### config.mk
export PLATFORM = sky130hd
export DESIGN_NAME = tps_trip_point_one
export DESIGN_NICKNAME = d
export VERILOG_FILES = /design/src/tps_pkg.sv /design/src/tps_fmul_if.sv /design/src/tps_fmul.sv /design/src/tps_trip_point_one.sv
export SDC_FILE = /design/constraint.sdc
export NUM_CORES = 2
export LEC_CHECK = 0
export BUFFER_PORTS_ARGS = -buffer_cell sky130_fd_sc_hd__buf_2
export CORE_MARGIN = 1
export CORE_UTILIZATION = 55
export DETAILED_ROUTE_END_ITERATION = 12
export PLACE_DENSITY = 0.81
export SLEW_MARGIN = 20
export SYNTH_ARGS = -nofsm -noshare
export SYNTH_HDL_FRONTEND = slang
export SYNTH_HIERARCHICAL = 1
export SYNTH_SLANG_ARGS = --single-unit
### constraint.sdc
create_clock -name mclk -period 15.8 [get_ports mclk]
set_input_delay 0.79 -clock mclk [delete_from_list [all_inputs] [get_ports mclk]]
set_output_delay 0.79 -clock mclk [all_outputs]
set_load 0.02 [all_outputs]
### src/tps_pkg.sv
`default_nettype none
// ----------------------------------------------------------------------------
// Shared constants of the set point one parameter bank.
// ----------------------------------------------------------------------------
package tps_pkg;
  // Parameter indices seen by the fieldbus master.
  localparam logic [15:0] IDX_HIGH_FLAG = 16'h0800;
  localparam logic [15:0] IDX_LOW_FLAG = 16'h0801;
  localparam logic [15:0] IDX_ALL_FLAGS = 16'h0810;
  localparam logic [15:0] IDX_HIGH_ARM = 16'h0811;
  localparam logic [15:0] IDX_LOW_ARM = 16'h0812;
  localparam logic [15:0] IDX_UPPER_LIM = 16'h0813;
  localparam logic [15:0] IDX_SRC_SEL = 16'h0814;
  // Bit positions inside the flag, arm and aggregate words.
  localparam int ARM_BIT = 0;
  localparam int FLAG_BIT = 0;
  localparam int ALL_SP1_HIGH = 0;
  localparam int ALL_SP1_LOW = 1;
  localparam int ALL_SP2_HIGH = 2;
  localparam int ALL_SP2_LOW = 3;
  // Source selector codes; anything but the ratio code means standard mode.
  localparam logic [15:0] SRC_RATIO = 16'h0200;
  localparam logic [15:0] SRC_STD_RST = 16'h0829;
  // Reset values of the writable parameters.
  localparam logic [7:0] ARM_RST = 8'h00;
  localparam logic [31:0] LIMIT_RST = 32'h00000000;
  // Pressure unit codes chosen by the master and their factors to mbar.
  localparam logic [1:0] UNIT_MBAR = 2'h0;
  localparam logic [1:0] UNIT_PA = 2'h1;
  localparam logic [1:0] UNIT_TORR = 2'h2;
  localparam logic [31:0] F_ONE = 32'h3F800000;
  localparam logic [31:0] F_PA_TO_MBAR = 32'h3C23D70A;
  localparam logic [31:0] F_TORR_TO_MBAR = 32'h3FAAA6F4;
  // Single precision field layout.
  localparam int EXP_BIAS = 127;
  localparam logic [7:0] EXP_MAX = 8'hFF;
endpackage
`default_nettype wire

### src/tps_fmul_if.sv
`default_nettype none
// ----------------------------------------------------------------------------
// Operands and product of one single precision multiplier.
// ----------------------------------------------------------------------------
interface tps_fmul_if;
  logic [31:0] op_a; // First factor.
  logic [31:0] op_b; // Second factor.
  logic [31:0] prod; // Truncated product.
  modport user (output op_a, output op_b, input prod);
  modport unit (input op_a, input op_b, output prod);
endinterface
`default_nettype wire

### src/tps_fmul.sv
`default_nettype none
// ----------------------------------------------------------------------------
// Combinational single precision multiplier.
// ----------------------------------------------------------------------------
// Denormal inputs and underflow give zero, overflow gives infinity, and the
// mantissa is truncated; that is ample for set point thresholds.
module tps_fmul (
  tps_fmul_if.unit mul
);
  logic [23:0] man_a; // Mantissa of the first factor with hidden one.
  logic [23:0] man_b; // Mantissa of the second factor with hidden one.
  logic [47:0] man_p; // Full mantissa product.
  logic [9:0] exp_b; // Biased exponent of the product before bias removal.
  logic sgn; // Sign of the product.

  // Product assembly with normalisation by one place at most.
  always_comb begin
    man_a = {1'b1, mul.op_a[22:0]};
    man_b = {1'b1, mul.op_b[22:0]};
    man_p = man_a * man_b;
    sgn = mul.op_a[31] ^ mul.op_b[31];
    exp_b = 10'({2'b00, mul.op_a[30:23]}) + 10'({2'b00, mul.op_b[30:23]})
      + 10'({9'h000, man_p[47]});
    if (mul.op_a[30:23] == 8'h00 || mul.op_b[30:23] == 8'h00) begin
      mul.prod = {sgn, 31'h00000000};
    end else if (exp_b <= 10'(tps_pkg::EXP_BIAS)) begin
      mul.prod = {sgn, 31'h00000000};
    end else if (exp_b >= 10'(tps_pkg::EXP_BIAS) + 10'({2'b00, tps_pkg::EXP_MAX})) begin
      mul.prod = {sgn, tps_pkg::EXP_MAX, 23'h000000};
    end else if (man_p[47]) begin
      mul.prod = {sgn, 8'(exp_b - 10'(tps_pkg::EXP_BIAS)), man_p[46:24]};
    end else begin
      mul.prod = {sgn, 8'(exp_b - 10'(tps_pkg::EXP_BIAS)), man_p[45:23]};
    end
  end
endmodule
`default_nettype wire

### src/tps_trip_point_one.sv
`default_nettype none
// Notes on behaviour
// RULE1: Aggregate word bits 0,1 mirror set point one.
// RULE2: Aggregate word bits 2,3 mirror set point two.
// RULE3: High flag bit 0 shows high trip state.
// RULE4: Low flag bit 0 reads zero when clear.
// RULE5: Low flag bit 0 reads one when tripped.
// RULE6: High arm bit 0 disables or enables high trip.
// RULE7: Low arm bit 0 enables or disables low trip.
// RULE8: Standard mode uses stored limit as high threshold.
// RULE9: Limit stored in mbar, converted from master unit.
// RULE10: High trip when pressure exceeds high threshold.
// RULE11: Low trip when pressure falls below low threshold.
// RULE12: Ratio mode threshold is percentage times piezo value.
// RULE13: Disarmed trip holds its flags at zero.

// ----------------------------------------------------------------------------
// Set point one parameter bank and trip evaluation.
// ----------------------------------------------------------------------------
module tps_trip_point_one #(
  parameter int ARM_W = 8 // Width of the arm parameters.
) (
  input wire logic mclk,
  input wire logic reset,
  input wire logic [15:0] param_index,
  input wire logic param_wr,
  input wire logic param_rd,
  input wire logic [31:0] param_wdata,
  output logic [31:0] param_rdata,
  output logic param_ack,
  output logic param_err,
  input wire logic [1:0] unit_sel,
  input wire logic [31:0] pressure_mbar,
  input wire logic [31:0] piezo_mbar,
  input wire logic [31:0] pct_upper_sp1,
  input wire logic [31:0] lower_threshold_sp1,
  input wire logic sp2_high_trip,
  input wire logic sp2_low_trip,
  output logic high_trip_sp1,
  output logic low_trip_sp1
);

  // --------------------------------------------------------------------------
  // Elaboration checks
  // --------------------------------------------------------------------------
  if (ARM_W < 1 || ARM_W > 32) begin : g_bad_arm_w
    $error("ARM_W must lie between 1 and 32");
  end

  // --------------------------------------------------------------------------
  // Helpers
  // --------------------------------------------------------------------------
  // True when float a is strictly greater than float b; both zeros are equal.
  function automatic logic f_gt(input logic [31:0] a, input logic [31:0] b);
    logic res;
    res = 1'b0;
    if (a[30:0] == 31'h0 && b[30:0] == 31'h0) begin
      res = 1'b0;
    end else if (a[31] != b[31]) begin
      res = !a[31];
    end else if (!a[31]) begin
      res = a[30:0] > b[30:0];
    end else begin
      res = a[30:0] < b[30:0];
    end
    return res;
  endfunction

  // --------------------------------------------------------------------------
  // State
  // --------------------------------------------------------------------------
  logic [ARM_W-1:0] high_arm_ff, nxt_high_arm; // High trip arm parameter.
  logic [ARM_W-1:0] low_arm_ff, nxt_low_arm; // Low trip arm parameter.
  logic [31:0] limit_ff, nxt_limit; // High limit kept in mbar.
  logic [15:0] src_ff, nxt_src; // Threshold source selector.
  logic high_ff, nxt_high; // High trip flag.
  logic low_ff, nxt_low; // Low trip flag.
  logic [31:0] rdata_ff, nxt_rdata; // Read answer.
  logic ack_ff, nxt_ack; // Access accepted.
  logic err_ff, nxt_err; // Access refused.
  logic [31:0] upper_thr; // Active high threshold in mbar.
  logic [31:0] unit_factor; // Factor from the master unit to mbar.
  logic [31:0] all_word; // Aggregate trip word.
  logic idx_known; // Index names a parameter of this bank.
  logic idx_ro; // Index names a read-only parameter.

  // --------------------------------------------------------------------------
  // Multipliers
  // --------------------------------------------------------------------------
  tps_fmul_if conv_if (); // Unit conversion of a written limit.
  tps_fmul_if ratio_if (); // Percentage times piezo value.

  tps_fmul u_conv (
    .mul(conv_if.unit)
  );

  tps_fmul u_ratio (
    .mul(ratio_if.unit)
  );

  // Unit factor chosen by the master's current pressure unit.
  always_comb begin
    case (unit_sel)
      tps_pkg::UNIT_PA: unit_factor = tps_pkg::F_PA_TO_MBAR;
      tps_pkg::UNIT_TORR: unit_factor = tps_pkg::F_TORR_TO_MBAR;
      default: unit_factor = tps_pkg::F_ONE;
    endcase
  end

  // Operands of both multipliers.
  always_comb begin
    conv_if.op_a = param_wdata; // RULE9
    conv_if.op_b = unit_factor;
    ratio_if.op_a = pct_upper_sp1; // RULE12
    ratio_if.op_b = piezo_mbar;
  end

  // Threshold source: ratio mode takes the product, else the stored limit.
  always_comb begin
    if (src_ff == tps_pkg::SRC_RATIO) begin
      upper_thr = ratio_if.prod; // RULE12
    end else begin
      upper_thr = limit_ff; // RULE8
    end
  end

  // --------------------------------------------------------------------------
  // Trip evaluation
  // --------------------------------------------------------------------------
  // Flags are compared every cycle and forced low while disarmed.
  always_comb begin // RULE13
    nxt_high = high_arm_ff[tps_pkg::ARM_BIT] && f_gt(pressure_mbar, upper_thr); // RULE10
    nxt_low = low_arm_ff[tps_pkg::ARM_BIT] && f_gt(lower_threshold_sp1, pressure_mbar); // RULE11
  end

  // Aggregate word packs both set points in the low nibble.
  always_comb begin
    all_word = 32'h00000000;
    all_word[tps_pkg::ALL_SP1_HIGH] = high_ff; // RULE1
    all_word[tps_pkg::ALL_SP1_LOW] = low_ff; // RULE1
    all_word[tps_pkg::ALL_SP2_HIGH] = sp2_high_trip; // RULE2
    all_word[tps_pkg::ALL_SP2_LOW] = sp2_low_trip; // RULE2
  end

  // --------------------------------------------------------------------------
  // Parameter access
  // --------------------------------------------------------------------------
  // Index decode shared by reads and writes.
  always_comb begin
    case (param_index)
      tps_pkg::IDX_HIGH_FLAG, tps_pkg::IDX_LOW_FLAG, tps_pkg::IDX_ALL_FLAGS: begin
        idx_known = 1'b1;
        idx_ro = 1'b1;
      end
      tps_pkg::IDX_HIGH_ARM, tps_pkg::IDX_LOW_ARM, tps_pkg::IDX_UPPER_LIM,
      tps_pkg::IDX_SRC_SEL: begin
        idx_known = 1'b1;
        idx_ro = 1'b0;
      end
      default: begin
        idx_known = 1'b0;
        idx_ro = 1'b0;
      end
    endcase
  end

  // Next values of the writable parameters and the access answer.
  // A write wins over a read in the same cycle.
  always_comb begin
    nxt_high_arm = high_arm_ff;
    nxt_low_arm = low_arm_ff;
    nxt_limit = limit_ff;
    nxt_src = src_ff;
    nxt_rdata = rdata_ff;
    nxt_ack = 1'b0;
    nxt_err = 1'b0;
    if (param_wr) begin
      // Writes to unknown or read-only indices are refused unchanged.
      if (!idx_known || idx_ro) begin
        nxt_err = 1'b1;
      end else begin
        nxt_ack = 1'b1;
        case (param_index)
          tps_pkg::IDX_HIGH_ARM: nxt_high_arm = param_wdata[ARM_W-1:0]; // RULE6
          tps_pkg::IDX_LOW_ARM: nxt_low_arm = param_wdata[ARM_W-1:0]; // RULE7
          tps_pkg::IDX_UPPER_LIM: nxt_limit = conv_if.prod; // RULE9
          tps_pkg::IDX_SRC_SEL: nxt_src = param_wdata[15:0];
          default: nxt_ack = 1'b1;
        endcase
      end
    end else if (param_rd) begin
      nxt_rdata = 32'h00000000;
      if (!idx_known) begin
        nxt_err = 1'b1;
      end else begin
        nxt_ack = 1'b1;
      end
      case (param_index)
        tps_pkg::IDX_HIGH_FLAG: nxt_rdata[tps_pkg::FLAG_BIT] = high_ff; // RULE3
        tps_pkg::IDX_LOW_FLAG: nxt_rdata[tps_pkg::FLAG_BIT] = low_ff; // RULE4 RULE5
        tps_pkg::IDX_ALL_FLAGS: nxt_rdata = all_word; // RULE1 RULE2
        tps_pkg::IDX_HIGH_ARM: nxt_rdata[ARM_W-1:0] = high_arm_ff;
        tps_pkg::IDX_LOW_ARM: nxt_rdata[ARM_W-1:0] = low_arm_ff;
        tps_pkg::IDX_UPPER_LIM: nxt_rdata = upper_thr;
        tps_pkg::IDX_SRC_SEL: nxt_rdata[15:0] = src_ff;
        default: nxt_rdata = 32'h00000000;
      endcase
    end
  end

  // --------------------------------------------------------------------------
  // Registers
  // --------------------------------------------------------------------------
  // All state registers with synchronous reset.
  always_ff @(posedge mclk) begin
    if (reset) begin
      high_arm_ff <= ARM_W'(tps_pkg::ARM_RST);
      low_arm_ff <= ARM_W'(tps_pkg::ARM_RST);
      limit_ff <= tps_pkg::LIMIT_RST;
      src_ff <= tps_pkg::SRC_STD_RST;
      high_ff <= 1'b0;
      low_ff <= 1'b0;
      rdata_ff <= 32'h00000000;
      ack_ff <= 1'b0;
      err_ff <= 1'b0;
    end else begin
      high_arm_ff <= nxt_high_arm;
      low_arm_ff <= nxt_low_arm;
      limit_ff <= nxt_limit;
      src_ff <= nxt_src;
      high_ff <= nxt_high;
      low_ff <= nxt_low;
      rdata_ff <= nxt_rdata;
      ack_ff <= nxt_ack;
      err_ff <= nxt_err;
    end
  end

  // Outputs straight from flip-flops.
  always_comb begin
    param_rdata = rdata_ff;
    param_ack = ack_ff;
    param_err = err_ff;
    high_trip_sp1 = high_ff;
    low_trip_sp1 = low_ff;
  end
endmodule
`default_nettype wire

; ---- Word level (Yosys, flattened, before mapping)
; Index checks and enable logic that the tools add are counted.
[totals]
reg_bits = 100
elab_cells = 96
input_bits = 184
romBits = 0
mem_count = 0
latchBits = 0
output_inout_bits = 36
ramBits = 0
[op_classes]
n_reduce_logical = 25
n_bitwise = 4
n_mul = 2
n_eq_ne = 12
n_addsub = 6
shifts = 0
n_lt_le_gt_ge = 8
n_div = 0
muxes = 30
[op_table]
columns = operator, count
row1 = $mux W31, 6
row2 = $eq A16 B12 Y1 const B, 7
row3 = $mul A24 B24 Y48, 2
row4 = $logic_not A31 Y1, 3
row5 = $gt A31 B31 Y1, 2
row6 = $lt A31 B31 Y1, 2
row7 = $pmux W26 S2, 1
row8 = $mux W23, 2
row9 = $pmux W7 S5, 1
row10 = $logic_not A8 Y1, 4
row11 = $mux W32, 1
row12 = $add A9 B1 Y10, 2
row13 = $ge A10 B9 Y1 const B, 2
row14 = $le A10 B7 Y1 const B, 2
row15 = $eq A16 B10 Y1 const B, 1
row16 = $mux W1, 16
row17 = $mux W16, 1
row18 = $pmux W8 S2, 1
row19 = $sub A8 B7 Y8 const B, 2
row20 = $reduce_and A3 Y1, 4
row21 = $add A8 B7 Y9, 1
row22 = $add A8 B8 Y9, 1
row23 = $reduce_or A7 Y1, 1
row24 = $pmux W1 S6, 1
row25 = 12 further kinds, 21

; ---- Logic depth before layout (Yosys ltp)
[logic_depth]
depth_word = 12
mapped_depth = 49
depth_no_buf = 47

; ---- Hierarchy
; The synthesis kept the hierarchy.
[by_module_without_submodules]
columns = module, area_each_um2, seq_area_each_um2, cells_each, n_inst
row1 = tps_fmul (u_conv), 19199.7, 0.0, 2215, 1
row2 = tps_fmul (u_ratio), 19003.2, 0.0, 2197, 1
row3 = tps_trip_point_one, 6098.3, 2001.9, 754, 1

; ---- Least setup slack after synthesis
; No wires, ideal clock.
[synth_path]
path_type = input -> register
startpoint = input port piezo_mbar[12]
endpoint = register high_ff (netlist: high_trip_sp1)
setup_slack_ns = 4.406
arrival_time_ns = 11.323
required_ns = 15.728
stages = 44
setup_ns = 0.072
path_buffers = 4
cell_sequence = clkbuf_1 clkbuf_1 nand2_1 fa_1 inv_1 fa_1 fa_1 fa_1 fa_1 fa_1 inv_1 fa_1 inv_1 ha_1 a21oi_1 o211ai_1 a32oi_1 o21ai_1 [8 not listed] nor2b_1 o31a_1 a21oi_1 and4_1 o211a_1 o21ai_1 nand2b_1 buf_1 nor4b_1 mux2i_2 ha_1 a21o_1 a21o_1 a21oi_1 o41ai_1 a211o_1 a211oi_1 mux2i_1
[synth_between]
elab_chain_len = 12
elab_cells_between_ends = 18
classes_between = add/sub: 2 / mul: 1 / order compare: 4 / mux: 8 / reduce/logical: 3
[synth_rtl]
columns = element, line
row1 = start: declaration, tps_trip_point_one.sv:34  ; input wire logic [31:0] piezo_mbar,
row2 = $mul A24 B24 Y48 (*), tps_fmul.sv:20  ; man_p = man_a * man_b;
row3 = $add A9 B1 Y10, tps_fmul.sv:23  ; + 10'({9'h000, man_p[47]});
row4 = $ge A10 B9 Y1, tps_fmul.sv:28  ; end else if (exp_b >= 10'(tps_pkg::EXP_BIAS) + 10'({2'b00, tps_pkg::EXP_MAX})) begin
row5 = $mux W31, tps_fmul.sv:28
row6 = $mux W31 (*), tps_fmul.sv:26  ; end else if (exp_b <= 10'(tps_pkg::EXP_BIAS)) begin
row7 = $mux W31 (*), tps_fmul.sv:24  ; if (mul.op_a[30:23] == 8'h00 || mul.op_b[30:23] == 8'h00) begin
row8 = net ratio_if.prod[12], tps_fmul_if.sv:8  ; logic [31:0] prod;
row9 = $mux W32 (*), tps_trip_point_one.sv:120  ; if (src_ff == tps_pkg::SRC_RATIO) begin
row10 = $gt A31 B31 Y1 / $lt A31 B31 Y1 (equally long branches), "tps_trip_point_one.sv:62, tps_trip_point_one.sv:64"
row11 = $mux W1, tps_trip_point_one.sv:61  ; end else if (!a[31]) begin
row12 = $mux W1, tps_trip_point_one.sv:59  ; end else if (a[31] != b[31]) begin
row13 = $mux W1 (*), tps_trip_point_one.sv:57  ; if (a[30:0] == 31'h0 && b[30:0] == 31'h0) begin
row14 = $logic_and A1 B1 Y1 (*), tps_trip_point_one.sv:132  ; nxt_high = high_arm_ff[tps_pkg::ARM_BIT] && f_gt(pressure_mbar, upper_thr);
row15 = end signal: assignment, tps_trip_point_one.sv:231  ; high_ff <= nxt_high;
row16 = end: declaration, tps_trip_point_one.sv:76  ; logic high_ff, nxt_high;
; Mark *: on every way through the listed nets, which the timed path passes. The rest lies on a longest branch.
; A chain may end at the register's enable or synchronous reset.

; ---- Final worst setup path
[layout_path]
startpoint = input port piezo_mbar[8]
endpoint = register high_ff (netlist: high_trip_sp1)
; The elaborated chain is that of the path after synthesis.

==> metrics.md <==
| Metric | Value |
|---|---|
| Final RePlAce weighted congestion | `0.969` |
| Die Y | `286 µm` |
| Top post-synthesis cells by count | `1,185 x inv_1, 966 x fa_1, 764 x nand2_1, 435 x and2_1, 416 x ha_1` |
| Worst r2r src | `src_ff[15]` |
| Min-delay worst type | `reg -> reg` |
| Crit. End Element | `flip-flop` |
| Largest net degree at the start of global routing | `131` |
| Main synth FF type | `dfxtp_1` |
| Synth area leaders | `fa_1 44%, ha_1 12%, inv_1 10%, nand2_1 6.5%, and2_1 6.1%` |
| WP buf/inv | `10` |
| Synth Area per Inst | `8.58 µm²` |
| CP Capture Point | `high_trip_sp1` |
| Highest net fanout along the worst path | `28` |
| Flop2flop setup slack | `12.36 ns` |
| Critical path class | `in -> reg` |
| Post-Route Skew | `0.0154 ns` |
| Vias in the first global route | `37,500` |
| GR Util All Layers | `30.5%` |
| Gate Count Post-Synth | `5,166` |
| Initial DRT Pass Iterations | `8` |
| Worst slew pin tran | `1.08 ns` |
| Final worst path period share | `81.1%` |
| IO buf count | `219` |
| Cell accounting for the most synthesized area | `fa_1` |
| # fillers | `6,892` |
| Via density | `5.62` |
| Register area share after synthesis | `4.52%` |
| Row count | `103` |
| RSZ-0062 raised after global routing | `false` |
| Relative slew slack | `28.2%` |
| Count leader, synth | `inv_1` |
| CP dominant cell by count | `fa_1` |
| Share of the synthesized area in the top cell type | `43.7%` |
| Critical path launch point | `piezo_mbar[8]` |
| TritonCTS Buffers | `9` |
| Number of synthesis warnings | `6` |
| Die footprint | `81,700 µm²` |
| Status | `finished, final reports clean` |
| PostCTS Resize Cnt | `0` |
| Worst R2R Path Depth | `13` |
| Synth Cell Area | `44,300 µm²` |
| Setup violators final | `0` |
| # DRC | `0` |
| Setup TNS | `0 ns` |
| I/O Pins | `220` |
| CP Depth | `49` |
| Post-synth EDFFs | `0` |
| Hold-fix buffers, CTS | `0` |
| Worst-Skew Late Latency | `0.37 ns` |
| Antenna violations before repair | `7` |
| #FFs+latches synth | `100` |
| H-tree Lvls | `3` |
| Hold Fails Final Rpt | `0` |
| Final slew viol count | `0` |
| Ys async rst share | `0%` |
| DRT iter0 DRCs | `2,858` |
| Drt wl/cell | `19.3 µm` |
| Vias | `35,200` |
| First-pass GRT wire length | `198,000 µm` |
| CP required | `16.04 ns` |
| Longest Clk Path Bufs | `2` |
| Critical path's slowest cell | `xor2_4` |
| Final #Nets | `6,778` |
| DIE WIDTH | `286 µm` |
| F_max | `78.1 MHz` |
| Clock tree sinks | `100` |
| Synth cell types | `90` |
| CP arrival | `13.04 ns` |
| Post-Route WL | `121,000 µm` |
| Total core area | `79,400 µm²` |
| Total gr overflow | `0` |
| Post-CTS Repair Setup Buffers | `0` |
| Family with the most delay on the worst path | `adder cells` |
| Min cycle time layout | `12.81 ns` |
| Worst setup SP type | `primary input` |
| Initial Util | `55.8%` |
| Share of cells above drive strength 1 | `5.87%` |
| Reg clk slew, reported paths | `0.07 ns` |
| P&R area growth vs syn | `4.72%` |
| CTS tree | `built` |
| Max Cap Viol | `0` |
| CTS Root Cell | `clkbuf_16` |
| HPWL after detailed placement | `96,000 µm` |
| R2R Path End | `high_trip_sp1` |
| DRT antenna net count | `0` |
| Biggest cell delay along the critical path | `0.61 ns` |
## cells by family after synthesis
family | share of synthesized area, %
XOR/XNOR | 1.49
buffers and inverters | 12.3
flip-flops | 4.52
adder cells (fa/ha/maj) | 55.5
AND/OR/NAND/NOR | 17.6
multiplexers | 1.37
AO/OA/AOI/OAI | 7.28
other | 0.0170
## through the flow
stage	std cells	utilization [%]	hold slack [ns]	setup slack, ns	area (µm²)
6_report	6274	58.4	0.450	2.99	46400
5_1_grt	6271	58.4	0.477	2.12	46400
4_1_cts	6267	58.4	0.455	3.13	46400
3_5_place_dp	6251	58.1	0.444	2.83	46100
3_3_place_gp	6251	58.1	0.440	3.15	46100
2_1_floorplan	5206	-	0.434	4.41	44500
## worst reg2reg max path, delay by kind of cell, from the launching register on
family | cells | cell delay, ns
simple gates | 8 | 1.26
buf+inv | 1 | 0.32
fa+ha+maj | 1 | 0.35
mux | 2 | 0.78
flops | 1 | 0.36
compound gates | 1 | 0.29
## how the worst min path moves through the flow
stage / endpoint / depth (start not counted) / slack (ns) / startpoint
3_3_place_gp: limit_ff[31] / 2 / 0.44 / limit_ff[31]
5_1_grt: param_rdata[31] / 2 / 0.48 / param_rdata[31]
2_1_floorplan: limit_ff[31] / 2 / 0.43 / limit_ff[31]
4_1_cts: param_rdata[31] / 2 / 0.45 / param_rdata[31]
3_5_place_dp: param_rdata[31] / 2 / 0.44 / param_rdata[31]
6_report: param_rdata[31] / 2 / 0.45 / param_rdata[31]
## sequential cells by signal, summed over array words and instances (netlist names)
name,count
param_ack,1
low_arm_ff,8
src_ff,16
low_trip_sp1,1
limit_ff,32
high_arm_ff,8
param_rdata,32
param_err,1
high_trip_sp1,1
## cell usage in the layout, fill, tap and decap left out, types with 47 or more instances in the layout
| cell | Yosys | routed |
|---|---|---|
| a21o_1 | 62 | 62 |
| a21oi_1 | 186 | 186 |
| and2_1 | 435 | 435 |
| buf_2 | 13 | 218 |
| dfxtp_1 | 100 | 100 |
| fa_1 | 966 | 966 |
| ha_1 | 416 | 414 |
| inv_1 | 1185 | 1184 |
| nand2_1 | 764 | 764 |
| nand3_1 | 51 | 51 |
| nor2_1 | 182 | 181 |
| nor3_1 | 47 | 47 |
## per-layer routing
layer	track usage, %	part of all wire [%]	up-vias
met5	0	0.031	-
met4	11.6	3.9	6
met3	5.16	8.8	286
met2	50.7	48	1664
met1	40.1	39	17600
li1	-	-	15600
## layout make-up
| cell class | count | area, µm² | share of cell area, % |
|---|---|---|---|
| diodes | 7 | 17.5 | 0.0378 |
| flip-flops and latches | 100 | 2000 | 4.32 |
| repair buffers | 237 | 1250 | 2.69 |
| multi-input cells | 3673 | 37100 | 79.9 |
| well taps | 1050 | 1310 | 2.83 |
| inverters | 1191 | 4470 | 9.64 |
| clock inverters | 5 | 41.3 | 0.0890 |
| clock buffers | 11 | 243 | 0.523 |
Power is not shown: default switching activity piles up to over one toggle a cycle in this logic, so the estimate is an artifact.
